<file path="config.mk">
export PLATFORM = sky130hd
export DESIGN_NAME = asbp_host
export DESIGN_NICKNAME = d
export VERILOG_FILES = /design/src/core/asbp_pkg.sv /design/src/core/asbp_timer.sv /design/src/core/asbp_host.sv
export SDC_FILE = /design/constraint.sdc
export NUM_CORES = 1
export LEC_CHECK = 0
export ABC_AREA = 1
export BUFFER_PORTS_ARGS = -buffer_cell sky130_fd_sc_hd__buf_2
export CORE_MARGIN = 2
export CORE_UTILIZATION = 56
export CTS_CLUSTER_DIAMETER = 30
export DETAILED_ROUTE_END_ITERATION = 12
export GPL_ROUTABILITY_DRIVEN = 0
export GPL_TIMING_DRIVEN = 0
export HOLD_SLACK_MARGIN = 0.05
export MAX_ROUTING_LAYER = met4
export PLACE_DENSITY = 0.89
export SYNTH_ARGS = -nofsm -noshare
export SYNTH_HDL_FRONTEND = slang
export SYNTH_SLANG_ARGS = --single-unit
</file>
<file path="constraint.sdc">
create_clock -name ref_clk -period 4.1 [get_ports ref_clk]
set_input_delay 0.205 -clock ref_clk [delete_from_list [all_inputs] [get_ports ref_clk]]
set_output_delay 0.205 -clock ref_clk [all_outputs]
set_load 0.01 [all_outputs]
</file>
<file path="src/core/asbp_pkg.sv">
// Purpose: Shared constants for the async SRAM byte-lane host controller
// Assumes: 25 MHz ref_clk (40 ns period)
// Notes: Timing figures are the slower speed grade, in ns
package asbp_pkg;
  localparam int CLK_PERIOD_NS = 40;
  localparam int ADDR_W = 19;
  localparam int DATA_W = 16;
  localparam int LANE_W = 8;
  // Read access time and write overlap width, ns
  localparam int T_READ_NS = 55;
  localparam int T_WRITE_NS = 40;
  localparam int T_RECOVER_NS = 20;
  // Least times round up to whole cycles
  localparam int READ_CYC = (T_READ_NS + CLK_PERIOD_NS - 1) / CLK_PERIOD_NS;
  localparam int WRITE_CYC = (T_WRITE_NS + CLK_PERIOD_NS - 1) / CLK_PERIOD_NS;
  localparam int RECOVER_CYC = (T_RECOVER_NS + CLK_PERIOD_NS - 1) / CLK_PERIOD_NS;
  localparam int CNT_W = 4;
  typedef enum {ASBP_IDLE, ASBP_RD_WAIT, ASBP_WR_PULSE, ASBP_WR_HOLD, ASBP_RECOVER}
    asbp_state_type;
endpackage

</file>
<file path="src/core/asbp_timer.sv">
// Purpose: Down counter giving phase lengths in ref_clk cycles
// Assumes: load has priority over counting
// Notes: done is high while the count is zero
module asbp_timer
  import asbp_pkg::*;
#(
  parameter int WIDTH = CNT_W
)
(
  // Clock and reset
  input wire logic ref_clk,
  input wire logic rst,
  // Control
  input wire logic load,
  input wire logic [WIDTH-1:0] load_value,
  // Status
  output logic done
);
  logic [WIDTH-1:0] count;

  if (WIDTH < 1)
  begin : g_width_check
    $error("asbp_timer: WIDTH must be at least 1");
  end

  always_ff @(posedge ref_clk)
  begin
    if (rst)
      count <= '0;
    else if (load)
      count <= load_value;
    else if (count != '0)
      count <= count - 1'b1;
  end

  assign done = (count == '0);
endmodule // asbp_timer

</file>
<file path="src/core/asbp_host.sv">
// Purpose: Host controller driving an async 16-bit two-lane static memory
// Assumes: Memory pins are on-board; data input is synchronised here
// Notes: One access at a time; req is taken while the sequencer is idle, also in the first cycle after reset while ready is still low
module asbp_host
  import asbp_pkg::*;
(
  // Clock and reset
  input wire logic ref_clk,
  input wire logic rst,
  // User request side
  input wire logic req,
  input wire logic req_write,
  input wire logic [asbp_pkg::ADDR_W-1:0] req_addr,
  input wire logic [asbp_pkg::DATA_W-1:0] req_wdata,
  input wire logic [1:0] req_lanes,
  output logic ready,
  output logic rd_valid,
  output logic [asbp_pkg::DATA_W-1:0] rd_data,
  // Memory pins
  output logic [asbp_pkg::ADDR_W-1:0] mem_addr,
  output logic chip_select_n,
  output logic chip_select_p,
  output logic write_n,
  output logic out_drive_n,
  output logic upper_lane_sel_n,
  output logic lower_lane_sel_n,
  output logic [asbp_pkg::DATA_W-1:0] data_out,
  output logic [asbp_pkg::DATA_W-1:0] data_oe,
  input wire logic [asbp_pkg::DATA_W-1:0] data_in
);
  import asbp_pkg::*;

  asbp_state_type state;
  asbp_state_type next_state;
  logic timer_load;
  logic [CNT_W-1:0] timer_value;
  logic timer_done;
  logic [DATA_W-1:0] data_meta;
  logic [DATA_W-1:0] data_sync;
  logic [1:0] lanes;

  // Timer must hold every load value; zero-cycle phases would wrap the load
  if (READ_CYC + 2 >= (1 << CNT_W) || WRITE_CYC >= (1 << CNT_W)
      || WRITE_CYC < 1 || RECOVER_CYC < 1)
  begin : g_timer_check
    $error("asbp_host: timer too narrow or phase too short");
  end

  // Lane mask to a 16-bit per-pin enable
  function automatic logic [DATA_W-1:0] lane_mask(input logic [1:0] l);
    lane_mask = {{LANE_W{l[1]}}, {LANE_W{l[0]}}};
  endfunction

  // Lane enable for the coming cycle: request when idle, else the captured one
  function automatic logic lanes_next(input int idx);
    lanes_next = (state == ASBP_IDLE) ? req_lanes[idx] : lanes[idx];
  endfunction

  asbp_timer #(.WIDTH(CNT_W)) u_timer (
    .ref_clk(ref_clk),
    .rst(rst),
    .load(timer_load),
    .load_value(timer_value),
    .done(timer_done)
  );

  // ----------------------------------------
  // Input synchroniser
  // ----------------------------------------
  always_ff @(posedge ref_clk)
  begin
    if (rst)
    begin
      data_meta <= '0;
      data_sync <= '0;
    end
    else
    begin
      data_meta <= data_in;
      data_sync <= data_meta;
    end
  end

  // ----------------------------------------
  // Sequencer
  // ----------------------------------------
  always_comb
  begin
    next_state = state;
    timer_load = 1'b0;
    timer_value = '0;
    unique case (state)
      ASBP_IDLE:
        if (req && req_lanes != 2'b00)
        begin
          next_state = req_write ? ASBP_WR_PULSE : ASBP_RD_WAIT;
          timer_load = 1'b1;
          // Extra two cycles cover the data synchroniser
          timer_value = req_write ? CNT_W'(WRITE_CYC - 1) : CNT_W'(READ_CYC + 1);
        end
      ASBP_RD_WAIT:
        if (timer_done)
        begin
          next_state = ASBP_RECOVER;
          timer_load = 1'b1;
          timer_value = CNT_W'(RECOVER_CYC - 1);
        end
      ASBP_WR_PULSE:
        if (timer_done)
          next_state = ASBP_WR_HOLD;
      ASBP_WR_HOLD:
      begin
        next_state = ASBP_RECOVER;
        timer_load = 1'b1;
        timer_value = CNT_W'(RECOVER_CYC - 1);
      end
      ASBP_RECOVER:
        if (timer_done)
          next_state = ASBP_IDLE;
    endcase
  end

  always_ff @(posedge ref_clk)
  begin
    if (rst)
      state <= ASBP_IDLE;
    else
      state <= next_state;
  end

  // ----------------------------------------
  // Address, lanes and write data capture
  // ----------------------------------------
  always_ff @(posedge ref_clk)
  begin
    if (rst)
    begin
      mem_addr <= '0;
      lanes <= 2'b00;
      data_out <= '0;
    end
    else if (state == ASBP_IDLE && next_state != ASBP_IDLE)
    begin
      // Address set on the same edge the selects go active
      mem_addr <= req_addr;
      lanes <= req_lanes;
      data_out <= req_wdata;
    end
  end

  // ----------------------------------------
  // Memory control pins
  // ----------------------------------------
  always_ff @(posedge ref_clk)
  begin
    if (rst)
    begin
      // Full levels from reset, deselected
      chip_select_n <= 1'b1;
      chip_select_p <= 1'b0;
      write_n <= 1'b1;
      out_drive_n <= 1'b1;
      upper_lane_sel_n <= 1'b1;
      lower_lane_sel_n <= 1'b1;
      data_oe <= '0;
    end
    else
    begin
      // Selects with address on one edge, chip_select_n low and chip_select_p high; write strobe drops with them in writes
      chip_select_n <= !(next_state == ASBP_RD_WAIT || next_state == ASBP_WR_PULSE
                         || next_state == ASBP_WR_HOLD);
      chip_select_p <= (next_state == ASBP_RD_WAIT || next_state == ASBP_WR_PULSE
                        || next_state == ASBP_WR_HOLD);
      // Write strobe low only in the pulse; high in reads
      write_n <= !(next_state == ASBP_WR_PULSE);
      // Output drive low only for reads, never in writes
      out_drive_n <= !(next_state == ASBP_RD_WAIT);
      upper_lane_sel_n <= !((next_state == ASBP_RD_WAIT || next_state == ASBP_WR_PULSE
                             || next_state == ASBP_WR_HOLD) && lanes_next(1));
      lower_lane_sel_n <= !((next_state == ASBP_RD_WAIT || next_state == ASBP_WR_PULSE
                             || next_state == ASBP_WR_HOLD) && lanes_next(0));
      // Drive only selected lanes through pulse and hold
      data_oe <= (next_state == ASBP_WR_PULSE || next_state == ASBP_WR_HOLD)
                 ? lane_mask(state == ASBP_IDLE ? req_lanes : lanes) : '0;
    end
  end

  // ----------------------------------------
  // User answer
  // ----------------------------------------
  always_ff @(posedge ref_clk)
  begin
    if (rst)
    begin
      ready <= 1'b0;
      rd_valid <= 1'b0;
      rd_data <= '0;
    end
    else
    begin
      ready <= (next_state == ASBP_IDLE);
      rd_valid <= (state == ASBP_RD_WAIT && timer_done);
      // Unselected lane reads zero
      if (state == ASBP_RD_WAIT && timer_done)
        rd_data <= data_sync & lane_mask(lanes);
    end
  end

  // ----------------------------------------
  // Checks
  // ----------------------------------------
  chk_no_bus_fight: assert property (@(posedge ref_clk) disable iff (rst)
    (data_oe != '0) |-> out_drive_n)
    else $error("host drives data while memory output enabled");
  chk_write_strobe_read: assert property (@(posedge ref_clk) disable iff (rst)
    !out_drive_n |-> write_n)
    else $error("write strobe low during read");
  chk_write_overlap: assert property (@(posedge ref_clk) disable iff (rst)
    !write_n |-> (!chip_select_n && chip_select_p
                  && !(upper_lane_sel_n && lower_lane_sel_n)))
    else $error("write strobe outside select overlap");
  chk_data_hold: assert property (@(posedge ref_clk) disable iff (rst)
    $rose(write_n) |-> (data_oe != '0) && !chip_select_n)
    else $error("data or select dropped with write end");
  chk_addr_stable: assert property (@(posedge ref_clk) disable iff (rst)
    (!chip_select_n && !$past(chip_select_n)) |-> $stable(mem_addr))
    else $error("address moved during selected access");
  chk_selects_pair: assert property (@(posedge ref_clk) disable iff (rst)
    chip_select_n == !chip_select_p)
    else $error("chip selects not complementary");
  chk_write_width: assert property (@(posedge ref_clk) disable iff (rst)
    $fell(write_n) |-> !write_n [*1] ##1 write_n)
    else $error("write pulse width wrong");
  chk_lane_drive: assert property (@(posedge ref_clk) disable iff (rst)
    (data_oe != '0) |-> data_oe == lane_mask({!upper_lane_sel_n, !lower_lane_sel_n}))
    else $error("driven lanes differ from selected lanes");
  chk_read_answer: assert property (@(posedge ref_clk) disable iff (rst)
    $fell(out_drive_n) |-> ##4 rd_valid)
    else $error("read answer late");
endmodule // asbp_host

</file>
==> impl_results.md, run 1 <==
- Critical-path top delay cell: clkbuf_1
- Vias: 5371
- Final core utilization: 79.5%
- Overall die width: 99.3 µm
- Top cell by count, worst path: nor2_1
- Final setup TNS: 0 ns
- H-tree depth: 4
- DR iter-0 viols: 382
- CP Max Fanout: 10
- Tightest Hold Check Type: in2reg
- Syn Nets: 744
- CTS tree: done
- Met1 Use GR: 31.9%
- Yosys cell types: 28
- CP max stage delay: 0.38 ns
- Detail Route Antenna Nets: 0
- 1st-pass router iterations: 9
- Setup Skew: 0.00989 ns
- P per Cell Area: 749 mW/mm²
- Mapped Cells: 686
- Most instantiated library cell after synthesis: nor2_1
- Starting Density: 58.1%
- Reg2Reg Depth: 14
- Core ar.: 0.00876 mm²
- P_leak: 3.61 nW
- Ys async rst share: 0%
- Vias per cell: 5.35
- Synth area leaders: dfxtp_1 (52%), nor2_1 (10%), nand3_1 (7.8%)
- Placed cell count: 925
- Startpoint types: flop
- Placement Cell Area: 0.00588 mm²
- Hold slack: 0.0544 ns
- Fin area: 0.00696 mm²
- First-pass GRT wire length: 24100 µm
- Clk buf depth: 2
- Fin. max-slew vios: 0
- Family with the most delay on the worst path: simple AND/OR/NAND/NOR gates
- Cell Count, Final, Fillers Out: 1004
- Dpl hpwl: 8620 µm
- Min-Delay Endpoint: data_out[11]
- Top Ports: 132
- Rel. slew slack: 62.4%
- Input/output buffers: 131
- M3 GR Usage: 8.08%
- Synthesized area: 0.00509 mm²
- Number of remaining DRC errors: 0
- Top-area cell type share of the netlist area: 51.5%
- Die height: 99.3 µm
- Num rows: 34
- WL final: 14900 µm
- RSZ-0062 raised after global routing: false
- Period utilization: 62.1%
- Cell chain of the critical path: inv_1 -> ha_1 -> nand2_1 -> nor2_2 -> nor2_1 -> nor3_1 -> nor2_1 -> nand3_1 -> nor2_2 -> nand3_2 -> clkbuf_1 -> nand3_1 -> nand2_1 -> nor2_1
- Startpoint of the worst register-to-register path: u_timer.count[0]
- Fin nets: 941
- Vias in the first global route: 5475
- Top FF cell, synth: dfxtp_1
- Max rail drop VDD: 0.493 mV
- Worst EP arrival: 2.97 ns
- Yosys reg bits: 131
- Post-synth top area cell: dfxtp_1
- Worst Slack Setup Final: 1.55 ns
- Sequential area share after synthesis: 51.5%
- ANT cells: 0
- Post-placement setup slack: 1.76 ns
- Final setup vio count: 0
- Overflow after GRT: 0
- R2R Setup Slk: 1.55 ns
- Clock sinks: 131
- Antenna violations before repair: 0
- Max-cap check violation count: 0
- Hold path startpoint: req_wdata[11]
- Syn_area_per_cell: 7.42 µm²
- Largest net degree at the start of global routing: 17
- GRT met2 Usage: 56.0%
- Setup bufs post-CTS: 0
- Total GRT Usage: 32.0%
- Critical path class: reg2reg
- Clk slew on worst S/H paths: 0.06 ns
- Root buffer cell: clkbuf_8
- Area Growth Syn to Fin: 36.9%
- GR peak layer: met2
- EDFF count, synth: 0
- CP endpoint kind: flop
- Reg2reg end: data_out[12]
- WP buf/inv: 2
- Max Clk Rate: 393 MHz
- Worst Path Required: 4.52 ns
- CTS Buf Count: 17
- Worst skew pair latency: 0.52 ns
- Layout cell share with drive strength beyond 1: 21.8%
- Routed WL per cell: 14.8 µm
- Syn. warnings: 0
- Worst Tran Pin Value: 0.564 ns
- Status: finished clean
- Final hold vios: 0
- Die area: 0.00986 mm²
- Fin crit period: 2.55 ns
- Commonest cells in the netlist: nor2_1 (135), dfxtp_1 (131), inv_1 (101)
- Hold path depth: 5
- Design Power: 5.22 mW
## registers in the layout, indices dropped and copies added, names as in the netlist, 2 cells and up
signal         flops
data_sync         16
lanes              2
data_oe            2
u_timer.count      4
data_meta         16
rd_data           16
data_out          16
state             32
mem_addr          19
## worst reg2reg max path, delay by kind of cell (launching register included)
kind,cells,cell delay (ns)
simple gates,11,1.43
fa+ha+maj,1,0.21
buf+inv,2,0.49
flops,1,0.31
## routing by layer
metal	wire length, µm	vias up	share of wire, %
met2	7520	319	51
li1	-	2502	-
met4	837	0	5.6
met5	0	-	0
met3	1250	91	8.4
met1	5270	2459	35
## cells by family (layout without fill, tap and decap cells)
kind of cell               count (synthesis)  after routing  share of synthesized area [%]
DFF                                      131            131                           51.5
buffers and inverters                    153            363                           13.3
and+or+nand+nor                          343            343                           28.8
xor gates and xnor gates                   2              2                          0.344
AOI/OAI and AO/OA                         56             56                           5.80
adders and majority gates                  1              1                          0.246
## repair_timing
item,in CTS,in global routing
gates resized for setup,0,0
hold buffers,47,0
endpoints found under the hold margin,48,0
## cell usage in the layout (no fill, tap or decap), drive strengths merged, types with 5 or more instances in the layout
cell type    count
clkbuf          44
dfxtp          131
a21oi           40
buf            163
nand2          101
nor3            14
nand3           80
dlygate4sd3     47
nand4            5
nor2           140
o21ai           11
inv            102
## power by group
group / switching (mW) / internal [mW]
Sequential: 0.124 / 1.49
Clock: 0.545 / 1.01
Combinational: 1.30 / 0.744
Total: 1.97 / 3.25
## how the worst max path moves through the flow
stage	startpoint	endpoint	slack, ns	cells past startpoint
floorplan	u_timer.count[0]	data_out[10]	2.11	15
global placement	u_timer.count[0]	data_out[7]	1.85	15
detailed placement	u_timer.count[0]	mem_addr[15]	1.76	15
CTS	u_timer.count[0]	data_out[10]	1.66	15
global route	u_timer.count[0]	data_out[8]	1.34	15
finish	u_timer.count[0]	data_out[12]	1.55	14
## area by class of cell
class	count	area, µm²
repair buffers	178	1130
plain buffers	51	292
inverters	102	383
clock buffers	25	494
flip-flops and latches	131	2620
clock inverters	7	120
fillers	524	1800
well taps	108	135
multi-input cells	402	1790
Note: power is estimated with default switching activity, not from simulation.
==> run 2, diff against run 1 <==
--- a/config.mk
+++ b/config.mk
@@ -8,14 +8,14 @@
 export ABC_AREA = 1
 export BUFFER_PORTS_ARGS = -buffer_cell sky130_fd_sc_hd__buf_2
 export CORE_MARGIN = 2
-export CORE_UTILIZATION = 56
+export CORE_UTILIZATION = 47
 export CTS_CLUSTER_DIAMETER = 30
 export DETAILED_ROUTE_END_ITERATION = 12
 export GPL_ROUTABILITY_DRIVEN = 0
 export GPL_TIMING_DRIVEN = 0
 export HOLD_SLACK_MARGIN = 0.05
 export MAX_ROUTING_LAYER = met4
-export PLACE_DENSITY = 0.89
+export PLACE_DENSITY = 0.8
 export SYNTH_ARGS = -nofsm -noshare
 export SYNTH_HDL_FRONTEND = slang
 export SYNTH_SLANG_ARGS = --single-unit
==> constraint.sdc (replaced) <==
create_clock -name ref_clk -period 2.2 [get_ports ref_clk]
set_input_delay 0.11 -clock ref_clk [delete_from_list [all_inputs] [get_ports ref_clk]]
set_output_delay 0.11 -clock ref_clk [all_outputs]
set_load 0.01 [all_outputs]
==> impl_results.md, run 2 (synthesized netlist as in run 1, its figures left out) <==
- Antenna violations before repair: 0
- ANT cells: 0
- P_leak: 3.72 nW
- H-tree depth: 4
- Register with the most flip-flops: state
- Dpl hpwl: 8120 µm
- Worst Path Required: 2.64 ns
- Num rows: 37
- Detail Route Antenna Nets: 0
- Rel. slew slack: 62.1%
- Largest register FFs: 32
- Fin nets: 958
- Vias per cell: 4.83
- CTS tree: done
- DR iter-0 viols: 378
- Commonest cells after routing, fill and taps aside: buf_2 (136), dfxtp_1 (128), nor2_1 (122), inv_1 (99), nand2_1 (93)
- Post-placement setup slack: -0.120 ns
- Starting Density: 48.8%
- Final hold vios: 0
- Final core utilization: 70.4%
- Vias: 5063
- Number of remaining DRC errors: 0
- M3 GR Usage: 5.18%
- Cell chain of the critical path: nor2_1 -> nand2_1 -> nor2_2 -> nand2_4 -> nor2_2 -> clkbuf_2 -> clkbuf_2 -> a21oi_1 -> nor2_1
- Worst Tran Pin Value: 0.568 ns
- Placement Cell Area: 0.00591 mm²
- Total GRT Usage: 22.8%
- Fin area: 0.00733 mm²
- Max-cap check violation count: 0
- Clk slew on worst S/H paths: 0.06 ns
- GRT met2 Usage: 38.2%
- Hold slack: 0.0851 ns
- Fin. max-slew vios: 0
- Worst skew pair latency: 0.51 ns
- Overall die width: 108 µm
- Status: finished clean
- WL final: 13700 µm
- Worst Slack Setup Final: 0.0219 ns
- GR peak layer: met2
- Commonest non-fill, non-tap cell in the layout: buf_2
- Die height: 108 µm
- Layout cell share with drive strength beyond 1: 28.4%
- Worst EP arrival: 2.62 ns
- 1st-pass router iterations: 5
- Max Clk Rate: 459 MHz
- Period utilization: 99.0%
- Final setup vio count: 0
- Tightest Hold Check Type: in2reg
- Vias in the first global route: 4538
- Core ar.: 0.0104 mm²
- Max rail drop VDD: 0.953 mV
- CP max stage delay: 0.39 ns
- First-pass GRT wire length: 20300 µm
- Family with the most delay on the worst path: simple AND/OR/NAND/NOR gates
- Overflow after GRT: 0
- CP endpoint kind: flop
- Fin crit period: 2.18 ns
- Final setup TNS: 0 ns
- Top Ports: 132
- Area Growth Syn to Fin: 44.1%
- Met1 Use GR: 25.1%
- WP buf/inv: 2
- Critical-path top delay cell: clkbuf_2
- Die area: 0.0117 mm²
- Setup Skew: 0.00726 ns
- Clk buf depth: 2
- Clock sinks: 131
- Input/output buffers: 131
- Critical path class: reg2reg
- CTS Buf Count: 17
- Root buffer cell: clkbuf_8
- Startpoint types: flop
- P per Cell Area: 1380 mW/mm²
- CP Max Fanout: 10
- Largest net degree at the start of global routing: 17
- RSZ-0062 raised after global routing: true
- Largest regs: state x32, mem_addr x19
- Routed WL per cell: 13.1 µm
run 2: layer usage:
| metal | vias to the layer above | routed length [µm] |
|---|---|---|
| met3 | 46 | 768 |
| li1 | 2550 | - |
| met1 | 2255 | 5560 |
| met2 | 212 | 6810 |
| met5 | - | 0 |
| met4 | 0 | 565 |
run 2: final timing paths:
path	end	cells past startpoint	from	slack (ns)
worst max-delay path	data_out[5]	9	state[31]	0.02
worst min-delay path	state[30]	5	req	0.09
worst max register to register	data_out[5]	9	state[31]	0.02
worst min register to register	data_sync[11]	2	data_meta[11]	0.40
run 2: cell type report:
type	instances	area [µm²]
clock inverters	15	145
flip-flops and latches	131	2630
well taps	136	170
multi-input cells	402	1990
inverters	102	383
plain buffers	51	327
repair buffers	195	1270
clock buffers	17	414
fillers	783	3080
run 2: metrics by stage:
step,power [mW],std cells
after global routing,10.7,1049
after CTS,9.31,1043
after floorplan,5.53,686
after detailed placement,6.50,953
final,10.1,1049
after global placement,6.44,953
run 2: power by group:
| group | internal (mW) | switching [mW] | total (mW) | leakage (nW) |
|---|---|---|---|---|
| logic | 1.84 | 2.63 | 4.47 | 2.37 |
| registers | 2.78 | 0.240 | 3.02 | 1.08 |
| clock network | 1.53 | 1.11 | 2.63 | 0.273 |
run 2: tightest hold or removal path: stages:
cell and delay [ns]:
buf_2 0.07, o21ai_1 0.07, buf_4 0.17, nand2_1 0.08, nor2_1 0.04
run 2: what timing repair did:
item / CTS / global route
setup endpoints to repair: 37 / 50
buffers inserted: 3 / 5
pin swaps: 1 / 22
gates resized for setup: 5 / 73
hold buffers: 55 / 0
hold endpoints to repair: 59 / 0
gates cloned: 0 / 1
